===== src/verilog/twi_regs.svh =====
// Purpose: Offsets, field positions, reset values and timing counts
// Assumes: Core clock at 125 MHz, one phase per clock, four phases per cycle
// Notes: Definitions only
`ifndef TWI_REGS_SVH
`define TWI_REGS_SVH

// ==========================================================
// Timing configuration register
`define TWI_CFG_W 7
`define TWI_CFG_RESET 7'h3F
`define TWI_CFG_RATIO_LSB 0
`define TWI_CFG_ASSIGN_BIT 3
`define TWI_CFG_CNT_EDGE_BIT 4
`define TWI_CFG_SRC_BIT 5
`define TWI_CFG_EXT_EDGE_BIT 6

// ==========================================================
// Interrupt flag and enable bit positions
`define TWI_IRQ_TIMER_BIT 0
`define TWI_IRQ_PORT_BIT 1
`define TWI_IRQ_EXT_BIT 2
`define TWI_IRQ_GIE_BIT 7
`define TWI_VEC_W 11
`define TWI_VEC_IRQ 11'h008
`define TWI_VEC_SWI 11'h002

// ==========================================================
// Timing
`define TWI_CLK_PERIOD_NS 8
`define TWI_WDT_TIMEOUT_NS 18000000
`define TWI_WDT_BASE_CYCLES (`TWI_WDT_TIMEOUT_NS / `TWI_CLK_PERIOD_NS)
`define TWI_WR_INHIBIT 2'h2
`define TWI_PHASE_T2 2'h1
`define TWI_PHASE_T4 2'h3
`define TWI_PS_RESET 8'hFF
`define TWI_PS_CLEAR 8'h00

`endif


===== src/verilog/twi_pkg.sv =====
// Purpose: Types shared by the timer, watchdog and prescaler logic
// Assumes: Nothing beyond the constants header
// Notes: Field order matches the configuration register bit order
package twi_pkg;
  // ==========================================================
  // Configuration register layout, bit 6 down to bit 0
  typedef struct packed {
    logic extIrqEdgeSel;
    logic countSourceSel;
    logic countEdgeSel;
    logic prescaleAssign;
    logic [2:0] prescaleRatio;
  } twi_cfg_t;

  // Which unit owns the shared prescaler
  typedef enum logic {TWI_OWN_TIMER, TWI_OWN_WDT} twi_owner_t;
endpackage


===== src/verilog/twi_ps_if.sv =====
// Purpose: Link between the control logic and the shared prescaler
// Assumes: One clock
// Notes: The owner modport is the prescaler itself
`timescale 1ns/1ns
`default_nettype none
interface twi_ps_if;
  logic step;
  logic clear;
  logic [3:0] bits;
  logic tick;
  logic [7:0] count;
  modport owner (input step, input clear, input bits, output tick, output count);
  modport user (output step, output clear, output bits, input tick, input count);
endinterface
`default_nettype wire


===== src/verilog/twi_prescaler.sv =====
// Purpose: Shared 8-bit down-counting prescaler
// Assumes: Step and clear are one-cycle pulses
// Notes: Tick marks every 2^bits steps; bits of zero passes every step
`timescale 1ns/1ns
`default_nettype none
`include "twi_regs.svh"
module twi_prescaler
  import twi_pkg::*;
(
  input wire logic core_clk,
  input wire logic rstn,
  twi_ps_if.owner ps
);
  logic [7:0] count_reg;
  logic [7:0] count_next;
  logic [8:0] maskWide;
  logic [7:0] mask;

  // ==========================================================
  // Ratio mask and tick
  assign count_next = count_reg - 8'h01;
  assign maskWide = (9'h001 << ps.bits) - 9'h001;
  assign mask = maskWide[7:0];
  assign ps.tick = ps.step && !ps.clear && ((count_next & mask) == 8'h00);
  assign ps.count = count_reg;

  // Counter; not visible to software, reset to all ones
  always_ff @(posedge core_clk) begin
    if (!rstn) begin
      count_reg <= `TWI_PS_RESET;
    end else if (ps.clear) begin
      count_reg <= `TWI_PS_CLEAR;
    end else if (ps.step) begin
      count_reg <= count_next;
    end
  end

  ps_reset_a: assert property (@(posedge core_clk) !rstn |=> count_reg == 8'hFF)
    else $error("prescaler not all ones after reset");
endmodule
`default_nettype wire


===== src/verilog/twi_timer_irq.sv =====
// Purpose: Timer0, watchdog, shared prescaler and three-source interrupt logic
// Assumes: Core strobes are one-cycle pulses; one core clock per phase
// Notes: Watchdog oscillator modelled on the core clock, which keeps running
`timescale 1ns/1ns
`default_nettype none
`include "twi_regs.svh"
// Functional notes
// - Configuration-load instruction copies accumulator into 7-bit write-only register.
// - Reset sets all configuration bits except external edge select, which clears.
// - Ratio code gives timer 1:2 to 1:256, watchdog 1:1 to 1:128.
// - Assign bit one gives prescaler to watchdog, zero to timer.
// - Count edge select one counts falling pin edges, zero rising.
// - Source select one picks the external pin, zero the instruction clock.
// - Timer mode increments each cycle; a write suppresses two increments.
// - External edge select one triggers on rising, zero on falling.
// - Counter mode samples prescaler output at phases two and four.
// - Watchdog time-out resets the device and clears the time-out status.
// - Watchdog disabled while its enable bit is zero.
// - Watchdog time-out nominally 18 ms, times the ratio when assigned.
// - Watchdog clear resets watchdog count and prescaler if assigned.
// - Sleep resets watchdog count and prescaler if assigned.
// - Prescaler is one 8-bit down counter serving one unit.
// - Timer writes clear the prescaler while assigned to the timer.
// - Prescaler is hidden from software and resets to all ones.
// - Three sources, each enabled, all gated by global enable bit.
// - Taken interrupt clears global enable and vectors to 008h.
// - Return instruction sets the global enable again.
// - Flags set regardless of enable except port flag; reads return flags AND enables.
// - Software interrupt instruction vectors to 002h.
// - Timer wrap FFh to 00h sets timer overflow flag, bit 0.
// - Selected edge on external pin sets external flag, bit 2.
// - Enabled port B change sets port change flag, bit 1.
module twi_timer_irq
  import twi_pkg::*;
#(
  parameter int WDT_BASE_CYCLES = `TWI_WDT_BASE_CYCLES
)
(
  input wire logic core_clk,
  input wire logic rstn,
  input wire logic cfgLoad,
  input wire logic [7:0] accumulator,
  input wire logic timerWrite,
  input wire logic [7:0] timerWrData,
  input wire logic watchdogClearInstr,
  input wire logic sleepInstr,
  input wire logic irqReturnInstr,
  input wire logic swIrqInstr,
  input wire logic flagWrite,
  input wire logic [7:0] flagWrData,
  input wire logic enableWrite,
  input wire logic [7:0] enableWrData,
  input wire logic watchdogEnableBit,
  input wire logic extCountPin,
  input wire logic extIrqPin,
  input wire logic portChangeEvent,
  output logic [7:0] timer0Count,
  output logic [7:0] irqFlagRead,
  output logic [7:0] irqEnableRead,
  output logic irqTake,
  output logic [`TWI_VEC_W-1:0] irqVector,
  output logic wdtResetReq,
  output logic timeoutStatusClr
);
  twi_cfg_t cfg_reg;
  twi_owner_t owner;
  logic [1:0] phase_reg;
  logic [1:0] inhibit_reg;
  logic countPin_reg;
  logic extPin_reg;
  logic pending_reg;
  logic [21:0] wdtCnt_reg;
  logic [2:0] flag_reg;
  logic [2:0] en_reg;
  logic gie_reg;
  logic cycleEnd;
  logic pinEdge;
  logic samplePhase;
  logic timerStep;
  logic timerInc;
  logic wdtEnabled;
  logic wdtBaseTick;
  logic wdtTimeout;
  logic wdtRestart;
  logic extEdge;
  logic [2:0] flagSet;
  logic takeNow;
  logic countRaw;

  twi_ps_if psBus ();

  twi_prescaler u_prescaler (
    .core_clk(core_clk),
    .rstn(rstn),
    .ps(psBus)
  );

  // ==========================================================
  // Configuration register, loaded only by its instruction
  always_ff @(posedge core_clk) begin
    if (!rstn) begin
      cfg_reg <= `TWI_CFG_RESET;
    end else if (cfgLoad) begin
      cfg_reg <= accumulator[`TWI_CFG_W-1:0];
    end
  end

  assign owner = cfg_reg.prescaleAssign ? TWI_OWN_WDT : TWI_OWN_TIMER;

  // ==========================================================
  // Phase clock: four core clocks per instruction cycle
  always_ff @(posedge core_clk) begin
    if (!rstn) begin
      phase_reg <= 2'h0;
    end else begin
      phase_reg <= phase_reg + 2'h1;
    end
  end

  assign cycleEnd = (phase_reg == `TWI_PHASE_T4);
  assign samplePhase = (phase_reg == `TWI_PHASE_T2) || (phase_reg == `TWI_PHASE_T4);

  // ==========================================================
  // Input edge detection; pins are already synchronous
  always_ff @(posedge core_clk) begin
    if (!rstn) begin
      countPin_reg <= 1'b0;
      extPin_reg <= 1'b0;
    end else begin
      countPin_reg <= extCountPin;
      extPin_reg <= extIrqPin;
    end
  end

  // Selected count edge, falling when the edge bit is set
  assign pinEdge = cfg_reg.countEdgeSel ? (countPin_reg && !extCountPin)
                                        : (!countPin_reg && extCountPin);
  assign extEdge = cfg_reg.extIrqEdgeSel ? (!extPin_reg && extIrqPin)
                                         : (extPin_reg && !extIrqPin);

  // ==========================================================
  // Source select; pin edges feed the prescaler directly while the timer owns it
  assign timerStep = cfg_reg.countSourceSel ? pinEdge : cycleEnd;

  // Prescaler hook-up; the unit without it sees every step
  assign psBus.step = (owner == TWI_OWN_TIMER) ? timerStep : wdtBaseTick;
  assign psBus.bits = (owner == TWI_OWN_TIMER) ? {1'b0, cfg_reg.prescaleRatio} + 4'h1
                                               : {1'b0, cfg_reg.prescaleRatio};
  assign psBus.clear = (owner == TWI_OWN_TIMER) ? timerWrite
                                                : wdtRestart;

  // Counter mode output is held until a phase two or four sample
  assign countRaw = (owner == TWI_OWN_TIMER) ? psBus.tick : timerStep;

  always_ff @(posedge core_clk) begin
    if (!rstn) begin
      pending_reg <= 1'b0;
    end else begin
      if (!cfg_reg.countSourceSel) begin
        pending_reg <= 1'b0;
      end else if (countRaw) begin
        pending_reg <= 1'b1; // set wins over the sample
      end else if (samplePhase) begin
        pending_reg <= 1'b0;
      end
    end
  end

  // Timer mode steps at cycle end; counter mode only after sampling
  always_comb begin
    if (cfg_reg.countSourceSel) begin
      timerInc = pending_reg && samplePhase;
    end else if (owner == TWI_OWN_TIMER) begin
      timerInc = psBus.tick;
    end else begin
      timerInc = cycleEnd;
    end
  end

  // ==========================================================
  // Timer0 count with two-cycle inhibit after a write
  always_ff @(posedge core_clk) begin
    if (!rstn) begin
      timer0Count <= 8'h00;
      inhibit_reg <= 2'h0;
    end else if (timerWrite) begin
      timer0Count <= timerWrData;
      inhibit_reg <= `TWI_WR_INHIBIT;
    end else begin
      if (inhibit_reg != 2'h0 && cycleEnd) begin
        inhibit_reg <= inhibit_reg - 2'h1;
      end
      if (timerInc && inhibit_reg == 2'h0) begin
        timer0Count <= timer0Count + 8'h01;
      end
    end
  end

  // ==========================================================
  // Watchdog base period counter
  assign wdtEnabled = watchdogEnableBit;
  assign wdtRestart = watchdogClearInstr || sleepInstr;
  assign wdtBaseTick = wdtEnabled && !wdtRestart
                       && (wdtCnt_reg == 22'(WDT_BASE_CYCLES - 1));

  always_ff @(posedge core_clk) begin
    if (!rstn) begin
      wdtCnt_reg <= 22'h000000;
    end else if (!wdtEnabled || wdtRestart || wdtBaseTick) begin
      wdtCnt_reg <= 22'h000000;
    end else begin
      wdtCnt_reg <= wdtCnt_reg + 22'h000001;
    end
  end

  // Time-out is the base tick, or the postscaled tick when assigned
  assign wdtTimeout = wdtEnabled
                      && ((owner == TWI_OWN_WDT) ? psBus.tick : wdtBaseTick);

  // Reset request and status clear, both registered pulses
  always_ff @(posedge core_clk) begin
    if (!rstn) begin
      wdtResetReq <= 1'b0;
      timeoutStatusClr <= 1'b0;
    end else begin
      wdtResetReq <= wdtTimeout;
      timeoutStatusClr <= wdtTimeout;
    end
  end

  // ==========================================================
  // Interrupt flags; a hardware set beats a software clear
  assign flagSet[`TWI_IRQ_TIMER_BIT] = timerInc && inhibit_reg == 2'h0
                                       && !timerWrite && timer0Count == 8'hFF;
  assign flagSet[`TWI_IRQ_PORT_BIT] = portChangeEvent && en_reg[`TWI_IRQ_PORT_BIT];
  assign flagSet[`TWI_IRQ_EXT_BIT] = extEdge;

  always_ff @(posedge core_clk) begin
    if (!rstn) begin
      flag_reg <= 3'h0;
    end else if (flagWrite) begin
      flag_reg <= flagWrData[2:0] | flagSet;
    end else begin
      flag_reg <= flag_reg | flagSet;
    end
  end

  // Enables; hardware take beats return, which beats a software write
  assign takeNow = gie_reg && ((flag_reg & en_reg) != 3'h0);

  always_ff @(posedge core_clk) begin
    if (!rstn) begin
      en_reg <= 3'h0;
    end else if (enableWrite) begin
      en_reg <= enableWrData[2:0];
    end
  end

  always_ff @(posedge core_clk) begin
    if (!rstn) begin
      gie_reg <= 1'b0;
    end else if (takeNow) begin
      gie_reg <= 1'b0;
    end else if (irqReturnInstr) begin
      gie_reg <= 1'b1;
    end else if (enableWrite) begin
      gie_reg <= enableWrData[`TWI_IRQ_GIE_BIT];
    end
  end

  // Vector fetch; a taken interrupt outranks the software one
  always_ff @(posedge core_clk) begin
    if (!rstn) begin
      irqTake <= 1'b0;
      irqVector <= `TWI_VEC_W'(0);
    end else begin
      irqTake <= takeNow || swIrqInstr;
      if (takeNow) begin
        irqVector <= `TWI_VEC_IRQ;
      end else if (swIrqInstr) begin
        irqVector <= `TWI_VEC_SWI;
      end
    end
  end

  // Reads: flags masked by enables, unused bits zero
  always_ff @(posedge core_clk) begin
    if (!rstn) begin
      irqFlagRead <= 8'h00;
      irqEnableRead <= 8'h00;
    end else begin
      irqFlagRead <= {5'h00, flag_reg & en_reg};
      irqEnableRead <= {gie_reg, 4'h0, en_reg};
    end
  end

  // ==========================================================
  // Checks
  cfg_reset_a: assert property (@(posedge core_clk) !rstn |=> cfg_reg == 7'h3F)
    else $error("configuration reset value wrong");
  cfg_load_a: assert property (@(posedge core_clk) disable iff (!rstn)
    cfgLoad |=> cfg_reg == $past(accumulator[6:0]))
    else $error("configuration load lost");
  timer_hold_a: assert property (@(posedge core_clk) disable iff (!rstn)
    timerWrite ##1 (!timerWrite)[*4] |-> timer0Count == $past(timerWrData, 4))
    else $error("timer stepped during write inhibit");
  ps_clear_a: assert property (@(posedge core_clk) disable iff (!rstn)
    (timerWrite && !cfg_reg.prescaleAssign) |=> psBus.count == 8'h00)
    else $error("timer write did not clear prescaler");
  wdt_off_a: assert property (@(posedge core_clk) disable iff (!rstn)
    !watchdogEnableBit |=> !wdtResetReq)
    else $error("watchdog fired while disabled");
  wdt_clear_a: assert property (@(posedge core_clk) disable iff (!rstn)
    watchdogClearInstr |=> wdtCnt_reg == 22'h000000 ##1 !wdtResetReq)
    else $error("watchdog clear ignored");
  irq_take_a: assert property (@(posedge core_clk) disable iff (!rstn)
    takeNow |=> irqTake && irqVector == 11'h008 && !gie_reg)
    else $error("interrupt not taken to 008h");
  irq_return_a: assert property (@(posedge core_clk) disable iff (!rstn)
    (irqReturnInstr && !takeNow) |=> gie_reg)
    else $error("return did not set global enable");
  overflow_flag_a: assert property (@(posedge core_clk) disable iff (!rstn)
    flagSet[0] |=> flag_reg[0] && timer0Count == 8'h00)
    else $error("timer wrap flag missing");
  sw_irq_a: assert property (@(posedge core_clk) disable iff (!rstn)
    (swIrqInstr && !takeNow) |=> irqTake && irqVector == 11'h002)
    else $error("software interrupt vector wrong");
endmodule
`default_nettype wire


===== config.mk =====
export PLATFORM = sky130hd
export DESIGN_NAME = twi_timer_irq
export DESIGN_NICKNAME = d
export VERILOG_FILES = /design/src/verilog/twi_pkg.sv /design/src/verilog/twi_ps_if.sv /design/src/verilog/twi_prescaler.sv /design/src/verilog/twi_timer_irq.sv
export VERILOG_INCLUDE_DIRS = /design/src /design/src/verilog
export SDC_FILE = /design/constraint.sdc
export NUM_CORES = 1
export LEC_CHECK = 0
export BUFFER_PORTS_ARGS = -buffer_cell sky130_fd_sc_hd__buf_2
export CAP_MARGIN = 15
export CORE_UTILIZATION = 55
export DETAILED_ROUTE_END_ITERATION = 8
export GPL_TIMING_DRIVEN = 0
export PLACE_DENSITY = 0.89
export SYNTH_ARGS = -nofsm -noshare
export SYNTH_HDL_FRONTEND = slang
export SYNTH_HIERARCHICAL = 1
export SYNTH_SLANG_ARGS = --single-unit

===== constraint.sdc =====
create_clock -name core_clk -period 8.9 [get_ports core_clk]
set_input_delay 0 -clock core_clk [delete_from_list [all_inputs] [get_ports core_clk]]
set_output_delay 0 -clock core_clk [all_outputs]
set_load 0.03 [all_outputs]

* Yosys cells after proc, flatten, opt, wreduce, memory -nomap -nowiden
Index checks and enable logic that the tools add are counted.
** Cells by class
- Add/sub/neg operators :: 7
- Equal/unequal tests :: 4
- Shifts and indexed selects :: 1
- Mux-type cells :: 24
- Bitwise gates (word level) :: 5
- Reductions and logical operators :: 43
** Operator list (number)
- 8-bit two-way mux :: 4
- 22-bit by 1-bit adder with 22-bit output (second input constant) :: 1
- 22-bit equality test (second input constant) :: 1
- 1-bit logical AND :: 16
- 8-bit by 1-bit subtractor with 8-bit output (second input constant) :: 2
- 1-bit two-way mux :: 14
- 2-bit nonzero test :: 7
- 4-bit two-way mux :: 3
- 8-bit by 1-bit adder with 8-bit output (second input constant) :: 1
- 8-bit bitwise AND :: 1
- 8-bit equality test (second input constant) :: 1
- 1-bit zero test :: 8
- 8-bit zero test :: 1
- 1-bit by 4-bit left shift with 8-bit output (first input constant) :: 1
- 3-bit OR :: 2
- 2-bit OR reduction :: 3
- 1-bit logical OR :: 5
- 3-bit by 1-bit adder with 4-bit output (second input constant) :: 1
- 2-bit two-way mux :: 2
- 3-bit bitwise AND :: 1
- 3-bit two-way mux :: 1
- 3-bit nonzero test :: 1
- 2-bit by 1-bit adder with 2-bit output (second input constant) :: 1
- 2-bit by 1-bit equality test with 1-bit output (second input constant) :: 1
- other kinds (5) :: 5
** Word-level totals
- Register bits after elaboration :: 79
- Input bits :: 46
- Output and inout bits :: 38
- Logic and storage cells :: 109

* Depth between registers and ports, before layout
- Depth in word-level cells :: 14
- Depth in mapped cells :: 16

* Hierarchy
The synthesis kept the hierarchy.
** Modules (own cells, without submodules)
- twi_timer_irq :: instances 1, cells an instance 314, area an instance 2854.0 um^2
- twi_prescaler :: instances 1, cells an instance 78, area an instance 633.1 um^2

* Worst setup path before layout
No wires, ideal clock.
- Kind :: register -> register
- Start :: reg cfg_reg[0] (netlist name)
- End :: reg flag_reg[0]
- Arrival time :: 3.124 ns
- Setup slack :: 5.718 ns
- Cell stages (with the launch flop) :: 13
- Path buffers :: 0
- Clock period less this slack :: 3.182 ns
- Cell sequence :: dfxtp_1 -> ha_1 -> mux2_2 -> or4_4 -> ha_1 -> xor2_1 -> a221oi_2 -> o21a_1 -> mux2i_1 -> o22ai_1 -> nand3_1 -> nor3_1 -> o21a_1
** Between the ends
- Word-level cells in the longest chain between the ends :: 14
- Elaborated cells between the ends (all ways) :: 15
** RTL lines
- start, declared :: RTL line twi_timer_irq.sv:65 : twi_cfg_t cfg_reg;
- start signal, assigned :: RTL line twi_timer_irq.sv:102 : cfg_reg <= `TWI_CFG_RESET;
- start signal, assigned :: RTL line twi_timer_irq.sv:104 : cfg_reg <= accumulator[`TWI_CFG_W-1:0];
- 3-bit by 1-bit adder with 4-bit output * :: RTL line twi_timer_irq.sv:147 : assign psBus.bits = (owner == TWI_OWN_TIMER) ? {1'b0, cfg_reg.prescaleRatio} + 4'h1
- 4-bit two-way mux * :: RTL line twi_timer_irq.sv:147
- named net psBus.bits[1] :: RTL line twi_ps_if.sv:9 : logic [3:0] bits;
- 1-bit by 4-bit left shift with 8-bit output * :: RTL line twi_prescaler.sv:22 : assign maskWide = (9'h001 << ps.bits) - 9'h001;
- 8-bit by 1-bit subtractor with 8-bit output * :: RTL line twi_prescaler.sv:22
- 8-bit bitwise AND * :: RTL line twi_prescaler.sv:24 : assign ps.tick = ps.step && !ps.clear && ((count_next & mask) == 8'h00);
- 8-bit zero test * :: RTL line twi_prescaler.sv:24
- 1-bit logical AND * :: RTL line twi_prescaler.sv:24
- named net psBus.tick :: RTL line twi_ps_if.sv:10 : logic tick;
- 1-bit two-way mux * :: RTL line twi_timer_irq.sv:173 : end else if (owner == TWI_OWN_TIMER) begin
- 1-bit two-way mux * :: RTL line twi_timer_irq.sv:171 : if (cfg_reg.countSourceSel) begin
- 1-bit logical AND * :: RTL line twi_timer_irq.sv:233 : assign flagSet[`TWI_IRQ_TIMER_BIT] = timerInc && inhibit_reg == 2'h0
- 1-bit logical AND * (2 in a row) :: RTL line twi_timer_irq.sv:234 : && !timerWrite && timer0Count == 8'hFF;
- 3-bit OR, on equally long branches :: RTL line twi_timer_irq.sv:244, twi_timer_irq.sv:242
- 3-bit two-way mux * :: RTL line twi_timer_irq.sv:241 : end else if (flagWrite) begin
- end signal, assigned :: RTL line twi_timer_irq.sv:242 : flag_reg <= flagWrData[2:0] | flagSet;
- end signal, assigned :: RTL line twi_timer_irq.sv:244 : flag_reg <= flag_reg | flagSet;
- end, declared :: RTL line twi_timer_irq.sv:73 : logic [2:0] flag_reg;
Mark *: on every way through the listed nets, which the timed path passes. The rest lies on a longest branch.
A chain may end at the register's enable or synchronous reset.

* Worst setup path after layout
- Start :: reg cfg_reg[3] (netlist name)
- End :: reg flag_reg[0]
** Between the ends
- Word-level cells in the longest chain between the ends :: 14
- Elaborated cells between the ends (all ways) :: 19
** RTL lines
- 1-bit two-way mux * :: RTL line twi_timer_irq.sv:108 : assign owner = cfg_reg.prescaleAssign ? TWI_OWN_WDT : TWI_OWN_TIMER;
- 4-bit two-way mux * :: RTL line twi_timer_irq.sv:147
- named net psBus.bits[3] :: RTL line twi_ps_if.sv:9
- 1-bit by 4-bit left shift with 8-bit output * :: RTL line twi_prescaler.sv:22
- 8-bit by 1-bit subtractor with 8-bit output * :: RTL line twi_prescaler.sv:22
- 8-bit bitwise AND * :: RTL line twi_prescaler.sv:24
- 8-bit zero test * :: RTL line twi_prescaler.sv:24
- 1-bit logical AND * :: RTL line twi_prescaler.sv:24
- named net psBus.tick :: RTL line twi_ps_if.sv:10
- 1-bit two-way mux * :: RTL line twi_timer_irq.sv:173
- 1-bit two-way mux * :: RTL line twi_timer_irq.sv:171
- 1-bit logical AND * :: RTL line twi_timer_irq.sv:233
- 1-bit logical AND * (2 in a row) :: RTL line twi_timer_irq.sv:234
- 3-bit OR, on equally long branches :: RTL line twi_timer_irq.sv:244, twi_timer_irq.sv:242
- 3-bit two-way mux * :: RTL line twi_timer_irq.sv:241
Marked as above.

==> run summary <==
layout cells sized above 1: 21.7%
CTS Buf Count: 9
port bufs: 53
GPL Wtd Cong: 0.840
fin util: 73.4%
first-pass GRT wire length: 12,400 um
fill cell count: 414
Avg Inst Size Synth: 8.90 um2
gr usage total: 24.9%
startpoint types: register
fin area: 0.00442 mm2
power share of the clock group: 38.9%
Root Buffer: clkbuf_8
GR Overflow Total: 0
Switching Fraction: 26.8%
Pleak: 0.00190 uW
Peak VDD IR: 0.000127 V
asr flop ratio synth: 0%
met1 GRT Util: 30.0%
Post-Route WL: 8130 um
crit end category: register
Fin Clk Skew: 0.0136 ns
Worst Path Max Fanout: 8
required time worst endpoint: 9.20 ns
Worst-path clk slew: 0.08 ns
initial antenna violation count: 0
critical path type: reg2reg
Layout Nets: 556
worst skew pair latency: 0.35 ns
Buf/Inv on CP: 2
# clock sinks: 70
switching power: 198 uW
DRC viols: 0
vias in the first global route: 2,783
core area: 0.00603 mm2
Max Fclk: 267 MHz
final hold violations: 0
PD cells: 167 mW/mm2
register area share after synthesis: 40.2%
dominant cells by area after synthesis: dfxtp_1 (40%), xor2_1 (6.3%), nor2_1 (4.3%)
max reg flops: 22
Post-Syn Area: 0.00349 mm2
post-cts resize count: 0
slowest library cell on the worst path: or4_4
final HPWL from detailed placement: 5220 um
DR vias: 3,067
Gate Count Post-Synth: 392
Yosys top cell by area: dfxtp_1
combinational power share: 15.1%
# hold bufs at CTS: 29
maximum clock path buffer count: 2
max-capacitance violation count: 0
Final Max Tran Viols: 0
# Post-CTS Setup Buffers: 0
vias per cell: 5.27
min cycle time layout: 3.75 ns
largest net degree at the start of global routing: 13
initial DRC count: 165
worst slew pin tran: 0.588 ns
critical path's top delay family: simple AND/OR/NAND/NOR gates
CTS H-Tree Depth: 3
Top FF cell, synth: dfxtp_1
delay of the slowest critical-path stage: 0.56 ns
Cell Int Power: 540 uW
Worst Path Arrival: 4.05 ns
die area: 0.00666 mm2
die width: 81.6 um
Cell Rows: 28
chip height: 81.6 um
met2 Usage GRT: 40.7%
I/O pins: 84
yosys synthesis warning count: 6
post-synth top area share: 40.2%
DP Area: 0.00391 mm2
met3 Use GR: 4.78%
count of final setup violators: 0
unrepaired setup endpoints after global routing: no
most frequent CP cell: o21a_1
Post-synth EDFFs: 0
Distinct cells, synth: 53
synth-to-layout area growth: 26.8%
CTS tree: done
setup TNS: 0 ns
Hold/Removal Path Class: in2reg
outcome: complete, no violations
starting density of the core: 57.9%
ant diodes: 0
period utilization: 42.1%
DR pass1 iterations: 4
GR peak layer: met2
Slew HR: 60.5%
worst-path cell chain: buf_2 > inv_1 > and4_1 > or4_4 > ha_1 > a21oi_1 > o21ai_0 > a221oi_2 > o21a_1 > mux2i_1 > o22ai_1 > nand3_1 > nor3_1 > o21a_1
ANT nets after route: 0
Synth Register Bits: 70
Routed wire per std cell: 14.0 um
Flop pwr share: 46.0%
## path summary, 6_finish.rpt
kind	from	end	slack [ns]	cells past startpoint
min	watchdogClearInstr	wdtCnt_reg[13]	0.01	4
max reg2reg	cfg_reg[3]	flag_reg[0]	5.15	14
max	cfg_reg[3]	flag_reg[0]	5.15	14
min reg2reg	wdtCnt_reg[0]	wdtCnt_reg[0]	0.46	1
## worst register-to-register path: stages, from the launching register on
cell,delay (ns)
dfxtp_1,0.31
buf_2,0.19
inv_1,0.15
and4_1,0.32
or4_4,0.56
ha_1,0.27
a21oi_1,0.15
o21ai_0,0.10
a221oi_2,0.21
o21a_1,0.20
mux2i_1,0.09
o22ai_1,0.48
nand3_1,0.26
nor3_1,0.27
o21a_1,0.15
## final cells by class
cell class              count  area [um2]  share of cell area [%]
repair buffers             82         556                    12.6
well taps                  75        93.8                    2.12
clock buffers              10         138                    3.11
inverters                  12        45.0                    1.02
plain buffers              32         219                    4.95
multi-input cells         295        1890                    42.6
flip-flops and latches     70        1400                    31.7
clock inverters             6        85.1                    1.92
## layer usage
metal	vias up	routed length (um)
li1	1522	-
met1	1430	3500
met2	97	4020
met3	18	409
met4	0	203
met5	-	0
## through the flow
| step | std cells | hold WS [ns] | power [uW] | setup WS, ns |
|---|---|---|---|---|
| after global routing | 582 | 0.0359 | 764 | 4.81 |
| final | 582 | 0.0124 | 737 | 5.15 |
| after CTS | 582 | 0.00660 | 735 | 5.23 |
| after global placement | 537 | 0.219 | 440 | 5.33 |
| after floorplan | 409 | 0.0762 | 417 | 5.72 |
| after detailed placement | 537 | 0.227 | 443 | 5.28 |
## power by group through the flow
stage | clock network (uW) | logic (uW) | registers [uW]
after global routing | 302 | 121 | 341
final | 287 | 111 | 340
after CTS | 288 | 108 | 339
after floorplan | 0 | 65.3 | 352
after global placement | 0 | 95.1 | 345
after detailed placement | 0 | 97.7 | 346
## kinds of logic after synthesis
| kind of cell | count (synthesis) | synth area share, % |
|---|---|---|
| and+or+nand+nor | 155 | 23.9 |
| DFF | 70 | 40.2 |
| AOI/OAI and AO/OA | 55 | 9.83 |
| buffers and inverters | 44 | 7.57 |
| xor gates and xnor gates | 42 | 10.5 |
| muxes | 17 | 4.99 |
| adders and majority gates | 8 | 2.87 |
| other | 1 | 0.108 |
## cells in the mapped netlist, types with 2 or more instances
library cell / count
nor2_1: 40
xnor2_1: 17
nand2_1: 36
buf_4: 19
and2_1: 7
nor2b_1: 8
mux2i_1: 14
xor2_1: 25
buf_6: 2
nor4b_1: 2
or4_4: 2
a21boi_0: 5
o21a_1: 2
ha_1: 8
mux2_2: 3
o21ai_0: 22
and3_1: 8
nor3_1: 7
dfxtp_1: 70
nand3_1: 17
a21oi_1: 15
and4_1: 3
inv_1: 12
nand4_1: 4
clkbuf_1: 8
nor2_2: 3
buf_2: 2
nand2b_1: 2
nand3b_1: 2
nor4_1: 4
## placed cells by master, fill, tap and decap left out, types with 3 or more instances in the layout
cell type and n:
a21boi_0 5, a21oi_1 15, and2_1 7, and3_1 8, and4_1 3, buf_2 55
buf_4 19, clkbuf_1 8, clkbuf_8 11, conb_1 18, dfxtp_1 70, dlygate4sd3_1 29
ha_1 8, inv_1 12, mux2_2 3, mux2i_1 14, nand2_1 36, nand3_1 17
nand4_1 4, nor2_1 40, nor2_2 3, nor2b_1 8, nor3_1 7, nor4_1 4
o21ai_0 22, xnor2_1 17, xor2_1 25
Note: power is estimated with default switching activity, not from simulation.
